[config.mk]
export PLATFORM = sky130hd
export DESIGN_NAME = adcrc_top
export DESIGN_NICKNAME = d
export VERILOG_FILES = /design/src/include/adcrc_pkg.sv /design/src/include/adcrc_conv_if.sv /design/src/hw/adcrc_top.sv /design/src/hw/adcrc_busy_timer.sv
export SDC_FILE = /design/constraint.sdc
export NUM_CORES = 1
export LEC_CHECK = 0
export BUFFER_PORTS_ARGS = -buffer_cell sky130_fd_sc_hd__buf_2
export CAP_MARGIN = 10
export CORE_MARGIN = 4
export CORE_UTILIZATION = 54
export CTS_CLUSTER_DIAMETER = 80
export DETAILED_ROUTE_END_ITERATION = 10
export PLACE_DENSITY = 0.88
export SLEW_MARGIN = 20
export SYNTH_ARGS = -nofsm -noshare
export SYNTH_HDL_FRONTEND = slang
export SYNTH_HIERARCHICAL = 1
export SYNTH_SLANG_ARGS = --single-unit
[constraint.sdc]
create_clock -name CLOCK -period 2.23 [get_ports CLOCK]
set_input_delay 0 -clock CLOCK [delete_from_list [all_inputs] [get_ports CLOCK]]
set_output_delay 0 -clock CLOCK [all_outputs]
set_load 0.02 [all_outputs]
[src/include/adcrc_pkg.sv]
// Overview of operation
// Power bit 7 switches converter on or off
// Busy bit 6 high during conversion
// Reference field 1:0 selects four sources
// Input mode field 7:6 selects differential
// Continuous bit 5 selects repeated conversions
// Rate field sets 2 to 16 ksps
// Rate field sets single-step power-down delay
// Acquisition field sets window 0.75 to 36us
// Justify bit 5: left 0, right 1
// Underflow bit 4 set on all zeroes
// Overflow bit 3 set on all ones
// Range bit 2 is overflow OR underflow
// Result bytes return justified high, low
// Justify aligns result, zero-fills the rest
// All five registers reset to zero
// Channel field 5:2 selects sixteen inputs
// Resolution field selects 6 to 12 bits
// Channel/power write starts conversion when powered
// Busy rises four 16 MHz cycles later
// Unused and read-only bits ignore writes
package adcrc_pkg;
  localparam logic [7:0] ADDR_RES_STAT = 8'hD1;
  localparam logic [7:0] ADDR_MODE     = 8'hD2;
  localparam logic [7:0] ADDR_CHAN_PWR = 8'hD3;
  localparam logic [7:0] ADDR_RES_HIGH = 8'hD4;
  localparam logic [7:0] ADDR_RES_LOW  = 8'hD5;
  localparam logic [7:0] RESET_VALUE   = 8'h00;
  localparam int PWR_BIT    = 7;
  localparam int BUSY_BIT   = 6;
  localparam int CONT_BIT   = 5;
  localparam int RLJUST_BIT = 5;
  localparam int UFLOW_BIT  = 4;
  localparam int OFLOW_BIT  = 3;
  localparam int RANGE_BIT  = 2;
  localparam logic [7:0] CHAN_PWR_WMASK = 8'hBF;
  localparam logic [7:0] RES_STAT_WMASK = 8'hE0;
  localparam logic [7:0] RES_STAT_RMASK = 8'hFC;
  localparam int CHAN_LSB  = 2;
  localparam int REF_LSB   = 0;
  localparam int DIFF_LSB  = 6;
  localparam int RATE_LSB  = 2;
  localparam int ACQ_LSB   = 0;
  localparam int RESOL_LSB = 6;
  localparam logic [3:0] MIN_BITS = 4'h6;
  localparam logic [3:0] MAX_BITS = 4'hC;
  localparam int CLK_MHZ      = 250;
  localparam int SLOW_CLK_MHZ = 16;
  // Busy delay: four cycles of the 16 MHz converter clock, rounded up
  localparam int BUSY_SLOW_CYCLES = 4;
  localparam int BUSY_DELAY_CYC =
    (BUSY_SLOW_CYCLES * CLK_MHZ + SLOW_CLK_MHZ - 1) / SLOW_CLK_MHZ;
  localparam logic [1:0] RATE_2K   = 2'h0;
  localparam logic [1:0] DIFF_NONE = 2'h0;
  localparam logic [1:0] DIFF_PIN2 = 2'h1;
  localparam logic [1:0] DIFF_PIN6 = 2'h2;
  localparam logic [2:0] PD_NEVER  = 3'h3;
endpackage : adcrc_pkg

[src/include/adcrc_conv_if.sv]
`timescale 1ns/1ns
interface adcrc_conv_if;
  logic        start;
  logic        abort;
  logic        done;
  logic [11:0] data;
  modport ctrl (output start, output abort, input done, input data);
  modport seq  (input start, input abort, output done, output data);
endinterface : adcrc_conv_if

[src/hw/adcrc_top.sv]
`timescale 1ns/1ns
module adcrc_top (
  // Clock and reset
  input  wire logic        CLOCK,
  input  wire logic        RST,
  // Register bus
  input  wire logic [7:0]  SFR_ADDR,
  input  wire logic        SFR_WR,
  input  wire logic        SFR_RD,
  input  wire logic [7:0]  SFR_WDATA,
  output      logic [7:0]  SFR_RDATA,
  // Analog converter
  output      logic        CONV_START,
  output      logic        CONV_ABORT,
  input  wire logic        CONV_DONE,
  input  wire logic [11:0] CONV_DATA,
  // Analog configuration
  output      logic        ANALOG_POWER,
  output      logic        ANALOG_PINS_EN,
  output      logic [3:0]  CHANNEL_SEL,
  output      logic [1:0]  REF_SEL,
  output      logic [1:0]  INPUT_MODE,
  output      logic        CONTINUOUS,
  output      logic [2:0]  RATE_SEL,
  output      logic [1:0]  ACQ_SEL,
  output      logic [1:0]  RESOLUTION,
  output      logic        CONV_DONE_IRQ
);
  logic [7:0]  chan_q;
  logic [7:0]  mode_q;
  logic [7:0]  rstat_q;
  logic [7:0]  hi_q;
  logic [7:0]  lo_q;
  logic        done_q;
  logic        start_q;
  logic        busy;
  logic [15:0] just;
  adcrc_conv_if conv ();

  function automatic logic hit(input logic [7:0] a, input logic [7:0] r);
    hit = (a == r);
  endfunction : hit

  //----------------------------------------
  // Decode
  //----------------------------------------
  wire wr_chan  = SFR_WR && hit(SFR_ADDR, adcrc_pkg::ADDR_CHAN_PWR);
  wire wr_mode  = SFR_WR && hit(SFR_ADDR, adcrc_pkg::ADDR_MODE);
  wire wr_rstat = SFR_WR && hit(SFR_ADDR, adcrc_pkg::ADDR_RES_STAT);
  wire pwr      = chan_q[adcrc_pkg::PWR_BIT];
  wire new_pwr  = SFR_WDATA[adcrc_pkg::PWR_BIT];
  // Writes only to channel/power start a conversion
  wire start    = wr_chan && new_pwr;
  wire [1:0]  resol = rstat_q[adcrc_pkg::RESOL_LSB +: 2];
  wire [11:0] d     = conv.data;
  wire [3:0]  nbits = adcrc_pkg::MIN_BITS + {resol, 1'b0};
  wire [11:0] vmask = 12'hFFF >> (adcrc_pkg::MAX_BITS - nbits);
  wire [11:0] dv    = d & vmask;
  wire        uflow = (dv == 12'h000);
  wire        oflow = (dv == vmask);

  //----------------------------------------
  // Justification
  //----------------------------------------
  always_comb
  begin
    if (rstat_q[adcrc_pkg::RLJUST_BIT])
      just = {4'h0, dv};
    else
      just = {dv, 4'h0} << (adcrc_pkg::MAX_BITS - nbits);
  end

  //----------------------------------------
  // Registers
  //----------------------------------------
  always_ff @(posedge CLOCK)
  begin
    if (RST)
    begin
      chan_q  <= adcrc_pkg::RESET_VALUE;
      mode_q  <= adcrc_pkg::RESET_VALUE;
      rstat_q <= adcrc_pkg::RESET_VALUE;
      hi_q    <= adcrc_pkg::RESET_VALUE;
      lo_q    <= adcrc_pkg::RESET_VALUE;
      done_q  <= 1'b0;
      start_q <= 1'b0;
    end
    else
    begin
      if (wr_chan)
        chan_q <= SFR_WDATA & adcrc_pkg::CHAN_PWR_WMASK;
      if (wr_mode)
        mode_q <= SFR_WDATA;
      if (wr_rstat)
        rstat_q <= (SFR_WDATA & adcrc_pkg::RES_STAT_WMASK) |
                   (rstat_q & ~adcrc_pkg::RES_STAT_WMASK);
      if (conv.done && !start)
      begin
        hi_q <= just[15:8];
        lo_q <= just[7:0];
        rstat_q[adcrc_pkg::UFLOW_BIT] <= uflow;
        rstat_q[adcrc_pkg::OFLOW_BIT] <= oflow;
        rstat_q[adcrc_pkg::RANGE_BIT] <= uflow | oflow;
      end
      done_q  <= conv.done && !start;
      start_q <= start;
    end
  end

  //----------------------------------------
  // Busy flag
  //----------------------------------------
  adcrc_busy_timer #(
    .DELAY (adcrc_pkg::BUSY_DELAY_CYC)
  ) u_busy (
    .CLOCK (CLOCK),
    .RST   (RST),
    .start (start),
    .clear (done_q || (wr_chan && !new_pwr)),
    .busy  (busy)
  );

  assign conv.start = start_q;
  assign conv.abort = start_q;
  assign conv.done  = CONV_DONE;
  assign conv.data  = CONV_DATA;

  //----------------------------------------
  // Read mux
  //----------------------------------------
  always_comb
  begin
    SFR_RDATA = 8'h00;
    if (SFR_RD)
    begin
      case (SFR_ADDR)
        adcrc_pkg::ADDR_CHAN_PWR: SFR_RDATA = chan_q | (8'(busy) << adcrc_pkg::BUSY_BIT);
        adcrc_pkg::ADDR_MODE:     SFR_RDATA = mode_q;
        adcrc_pkg::ADDR_RES_STAT: SFR_RDATA = rstat_q & adcrc_pkg::RES_STAT_RMASK;
        adcrc_pkg::ADDR_RES_HIGH: SFR_RDATA = hi_q;
        adcrc_pkg::ADDR_RES_LOW:  SFR_RDATA = lo_q;
        default:                  SFR_RDATA = 8'h00;
      endcase
    end
  end

  //----------------------------------------
  // Outputs
  //----------------------------------------
  assign CONV_START     = conv.start;
  assign CONV_ABORT     = conv.abort;
  assign ANALOG_POWER   = pwr;
  assign ANALOG_PINS_EN = pwr;
  assign CHANNEL_SEL    = chan_q[adcrc_pkg::CHAN_LSB +: 4];
  assign REF_SEL        = chan_q[adcrc_pkg::REF_LSB +: 2];
  assign INPUT_MODE     = mode_q[adcrc_pkg::DIFF_LSB +: 2];
  assign CONTINUOUS     = mode_q[adcrc_pkg::CONT_BIT];
  assign RATE_SEL       = mode_q[adcrc_pkg::RATE_LSB +: 3];
  assign ACQ_SEL        = mode_q[adcrc_pkg::ACQ_LSB +: 2];
  assign RESOLUTION     = resol;
  assign CONV_DONE_IRQ  = done_q;
endmodule : adcrc_top

[src/hw/adcrc_busy_timer.sv]
`timescale 1ns/1ns
module adcrc_busy_timer #(
  parameter int DELAY = adcrc_pkg::BUSY_DELAY_CYC
) (
  // Clock and reset
  input  wire logic CLOCK,
  input  wire logic RST,
  // Conversion
  input  wire logic start,
  input  wire logic clear,
  output      logic busy
);
  localparam int W = $clog2(DELAY + 1);
  logic [W-1:0] cnt_q;
  logic         pend_q;
  logic         busy_q;
  wire          fire = pend_q && (cnt_q == W'(DELAY - 1));

  always_ff @(posedge CLOCK)
  begin
    if (RST)
    begin
      cnt_q  <= '0;
      pend_q <= 1'b0;
      busy_q <= 1'b0;
    end
    // A new start outranks the clear left by the previous result
    else if (start)
    begin
      cnt_q  <= '0;
      pend_q <= 1'b1;
      busy_q <= 1'b0;
    end
    else if (clear)
    begin
      cnt_q  <= '0;
      pend_q <= 1'b0;
      busy_q <= 1'b0;
    end
    else if (pend_q)
    begin
      cnt_q  <= cnt_q + W'(1);
      pend_q <= !fire;
      busy_q <= busy_q | fire;
    end
  end
  assign busy = busy_q;
endmodule : adcrc_busy_timer

* After elaboration in Yosys (flattened, before gate mapping)
Cells that the tools add are included.
** Operators by class
- $add $sub $neg :: 3
- Eq/ne operators :: 7
- Shifts and indexed selects :: 2
- Multiplexer cells :: 8
- Bitwise gates (word level) :: 5
- Reduce and logical (&&, ||, !) cells :: 14
** Operators with widths (number)
- $eq A8 B8 Y1 const B :: 5
- $pmux W8 S5 :: 1
- $mux W16 :: 1
- $shl A16 B4 Y16 :: 1
- $and A12 B12 Y12 :: 1
- $eq A12 B12 Y1 :: 1
- $logic_not A12 Y1 :: 1
- $shr A12 B4 Y12 const A :: 1
- $mux W8 :: 1
- $or A8 B5 Y8 :: 1
- $or A8 B7 Y8 :: 1
- $logic_and A1 B1 Y1 :: 7
- $add A6 B1 Y6 const B :: 1
- $eq A6 B6 Y1 const B :: 1
- $mux W5 :: 1
- $add A3 B3 Y4 const A :: 1
- $sub A4 B4 Y4 const A :: 1
- $logic_not A1 Y1 :: 3
- $mux W1 :: 3
- $mux W3 :: 1
- $reduce_or A3 Y1 :: 1
- $or A1 B1 Y1 :: 2
- $reduce_bool A2 Y1 :: 1
- $logic_or A1 B1 Y1 :: 1
** Word-level totals
- Bits in registers :: 49
- Input port bits :: 33
- Logic and storage cells :: 50

* Longest topological paths before layout
- Depth after elaboration :: 7
- Gate-level depth with buffers :: 7
- Gate-level depth less buffers :: 5

* Cells and area by module
Netlist, hierarchy kept.
** By module, submodules not included
- adcrc_top :: times used 1, cells each 270, area an instance 2296.0 um2, seq. area each 780.7 um2
- adcrc_busy_timer :: times used 1, cells each 38, area an instance 352.8 um2, seq. area each 160.2 um2

* Worst setup path after synthesis
No wires, ideal clock.
- Path type :: in2reg
- From :: input port SFR_ADDR[3]
- To :: register u_busy.cnt_q[1]
- Setup time :: 0.086 ns
- Arrival :: 1.467 ns
- Slack :: 0.678 ns
- Stages :: 7
- Buffers on the path :: 2
- Path through :: nand4bb_1 or3_1 clkbuf_1 nor2_1 or3_1 clkbuf_1 a211oi_1
** Between the ends
- Elaborated cells between the ends (all ways) :: 6
- Classes of those cells :: eq/ne: 1; reduce/logical: 5
** RTL lines
- from (decl) :: RTL line adcrc_top.sv:7 : input wire logic [7:0] SFR_ADDR,
- $eq A8 B8 Y1 :: RTL line adcrc_top.sv:41 : hit = (a == r);
- $logic_and A1 B1 Y1 :: RTL line adcrc_top.sv:47 : wire wr_chan = SFR_WR && hit(SFR_ADDR, adcrc_pkg::ADDR_CHAN_PWR);
- $logic_and A1 B1 Y1 :: RTL line adcrc_top.sv:53 : wire start = wr_chan && new_pwr;
- via start :: RTL line adcrc_top.sv:53
- $reduce_or A3 Y1 (no source line)
- to (signal assigned) :: RTL line adcrc_busy_timer.sv:42 : cnt_q <= cnt_q + W'(1);
- to (decl) :: RTL line adcrc_busy_timer.sv:14 : logic [W-1:0] cnt_q;
The timed path passes the listed nets, and every way through them passes these cells.
A chain may end at the register's enable or synchronous reset.

* Worst setup path after layout
- From :: register rstat_q[5]
- To :: output port SFR_RDATA[5]
** Between the ends
- Longest elaborated chain between the ends :: 2
** Ends and longest elaborated chain
- from (decl) :: RTL line adcrc_top.sv:31 : logic [7:0] rstat_q;
- from (signal assigned) :: RTL line adcrc_top.sv:82 : rstat_q <= adcrc_pkg::RESET_VALUE;
- from (signal assigned) :: RTL line adcrc_top.sv:95 : rstat_q <= (SFR_WDATA & adcrc_pkg::RES_STAT_WMASK) |
- from (signal, indexed assignment) :: RTL line adcrc_top.sv:101 : rstat_q[adcrc_pkg::UFLOW_BIT] <= uflow;
- $pmux W8 S5 :: RTL line adcrc_top.sv:136 : case (SFR_ADDR)
- $mux W8 :: RTL line adcrc_top.sv:134 : if (SFR_RD)
- to (decl) :: RTL line adcrc_top.sv:11 : output logic [7:0] SFR_RDATA,
No other way between the ends.

==> impl_metrics.yaml <==
die:
  fp.dieW_um: 78.0
  ios: 62
  core_area_um2: 4720
  die-area_um2: 6090
  rows: 25
  initial_core_util_pct: 56.1
  dieHeight_um: 78.0
logic_synthesis:
  ys_types: 48
  avgSynthCellArea_um2: 8.60
  yosys.area.top_type: "dfxtp_1"
  synthAdderAreaFrac_pct: 0.945
  synth_nets: 343
  synthTopCellsByArea: "dfxtp_1, mux2i_1, nor2_1"
  synth_top_area_share_pct: 35.5
  synth_top_family_by_area: "simple AND/OR/NAND/NOR gates"
  synth-simple-area-share_pct: 23.1
  yosysSeqAreaShare_pct: 35.5
  synth_xor_area_share_pct: 1.32
  synthMuxAreaShare_pct: 17.0
  async_reset_ff_share_pct: 0
  synth_edf_count: 0
  synth-compound-area-share_pct: 16.2
  yosys_register_bits: 47
  postSynthCellCount: 308
  synth_area_um2: 2650
  synth_warnings: 6
  ys.flop_type: "dfxtp_1"
worst_hold_path:
  min_path_type: "input pin to flip-flop"
  hold_end: "CONV_ABORT"
  hold_path_depth: 3
  hold_start: "SFR_WDATA[7]"
critical_path:
  path_class: "flip-flop to primary output"
  reg2reg_depth: 4
  cp_data_arrival_time_ps: 1650
  r2r_start: "rstat_q[5]"
  start_kind: "flip-flop"
  cp_max_fo: 18
  r2r_setup_slack_ps: 700
  crit_path_end_kind: "primary output"
  worstPathRequired_ps: 2230
  worstReg2RegEnd: "lo_q[6]"
cells_and_area:
  drive_above_1_share_pct: 25.2
  fin_cells: 428
  layout.nets: 396
  antennaDiodeCount: 0
  area_growth_pct: 17.3
routing:
  via_per_inst: 5.70
  wl_per_cell_um: 15.5
  drc_errors: 0
  drt_iter0_drc: 139
  ant_nets: 0
  dr.pass1.iters: 4
  wl_um: 6620
  vias: 2439
sta:
  setup-violations-final: 0
  rsz0062_at_grt: "no"
  slew_viol_final: 0
  worst_pin_slew_ps: 768
  layout_min_cycle_time_ps: 1650
  period_share_pct: 73.8
  hold_viol: 0
  finalClockSkew_ps: 4.30
  maxSlewHeadroom_pct: 48.8
  fin_setup_tns_ps: 0
  layout_setup_ws_ps: 584
  max_freq_mhz: 607
cts:
  htreeDepth: 2
  clock_sinks: 47
  path_clk_slew_ps: 80
  cts_tree: "built"
  root_buffer: "clkbuf_8"
  cts_resized: 0
  max-clock-path-buffers: 2
  worstSkewPairLatency_ps: 300
  numCtsBuffers: 5
placement:
  post-dp-hpwl_um: 4850
  dp_slack_ps: 637
  numPortBuffers: 61
  place.gp.congestion: 0.909
  dpl.cell_count: 414
pwr:
  ir_worst_vdd_mv: 0.230
  leakage_nw: 1.37
  powerDensity_nw_per_um2: 499
run:
  drv_cap: 0
global_route:
  antenna_found_initial: 0
  grt_pass1_vias: 2398
  grt_usage_pct: 22.9
  grt_pass1_wl_um: 11400
  grt_max_degree: 43
  grt_remaining_overflow: 0
run_status:
  status: "completed"
==> synthesized netlist by cell type, types with 5 or more instances <==
| library cell | count |
|---|---|
| nand3_1 | 14 |
| o22ai_1 | 6 |
| buf_4 | 5 |
| nand2_1 | 22 |
| mux2_2 | 8 |
| a21oi_1 | 16 |
| nor2_1 | 37 |
| mux2i_1 | 36 |
| nor3_1 | 8 |
| a211oi_1 | 8 |
| o21ai_0 | 6 |
| and2_1 | 8 |
| a22oi_1 | 6 |
| dfxtp_1 | 47 |
| clkbuf_1 | 17 |
==> routing by layer <==
metal | routed length, um | share of wire [%] | vias up | GRT usage, %
li1 | - | - | 1208 | -
met1 | 3000 | 45 | 1131 | 31.0
met2 | 3040 | 46 | 89 | 37.6
met3 | 452 | 6.8 | 11 | 3.90
met4 | 120 | 1.8 | 0 | 6.99
met5 | 0 | 0 | - | 0
==> sequential cells by signal, summed over array words and instances, names as in the netlist <==
name           flops
CONV_DONE_IRQ      1
chan_q             7
rstat_q            6
u_busy/pend_q      1
u_busy/cnt_q       6
mode_q             8
lo_q               8
CONV_ABORT         1
u_busy/busy        1
hi_q               8
==> area by class of cell <==
| class | count | area [um^2] |
|---|---|---|
| fillers | 391 | 1620 |
| clock inverters | 1 | 5.00 |
| multi-input cells | 228 | 1550 |
| inverters | 4 | 15.0 |
| repair buffers | 75 | 428 |
| clock buffers | 6 | 82.6 |
| flip-flops and latches | 47 | 941 |
| well taps | 67 | 83.8 |
==> timing repair <==
action / in CTS / in global routing
hold buffers: 7 / 0
buffers inserted: 0 / 0
hold endpoints to repair: 15 / 0
==> cells by family after synthesis <==
group / Yosys count
flip-flops: 47
AO/OA/AOI/OAI: 59
adder cells (fa/ha/maj): 2
AND/OR/NAND/NOR: 119
XOR/XNOR: 4
multiplexers: 44
buffers and inverters: 33
==> cells in the final DEF (no fill, tap or decap), drive strengths merged, types with 5 or more instances in the layout <==
cell type     n
a211oi        9
a21oi        16
a22oi         7
and2          8
buf          68
clkbuf        6
dfxtp        47
dlygate4sd3   7
mux2          8
mux2i        36
nand2        22
nand3        14
nand4         5
nor2         37
nor3          8
o21ai         6
o22ai         6
==> where the power goes <==
group	switching (mW)	total [mW]	internal (mW)
Sequential	0.00738	0.858	0.851
Clock	0.274	0.518	0.244
Combinational	0.103	0.174	0.0705
==> worst max-delay path by stage <==
stage / depth (start not counted) / start / endpoint / slack, ps
final: 4 / rstat_q[5] / SFR_RDATA[5] / 580
after detailed placement: 5 / SFR_ADDR[2] / lo_q[6] / 640
after floorplan: 7 / SFR_ADDR[3] / u_busy/cnt_q[1] / 680
after global placement: 5 / SFR_ADDR[2] / lo_q[6] / 680
after global routing: 4 / rstat_q[5] / SFR_RDATA[5] / 420
after CTS: 4 / rstat_q[5] / SFR_RDATA[5] / 600
==> worst max-delay path, stage by stage (launching register included) <==
cell and delay (ps):
dfxtp_1 700, a22oi_1 140, o221ai_1 180, and2_1 160
buf_2 160
==> stage by stage <==
stage | utilization [%] | power [mW] | hold slack, ps | instance area (um^2)
2_1_floorplan | - | 0.973 | 143 | 2650
3_3_place_gp | 62.5 | 1.03 | 246 | 2950
3_5_place_dp | 62.5 | 1.04 | 256 | 2950
4_1_cts | 65.8 | 1.56 | 0.593 | 3110
5_1_grt | 65.8 | 1.63 | 32.8 | 3110
6_report | 65.8 | 1.55 | 14.4 | 3110
Power figures use the tool's default switching activity.
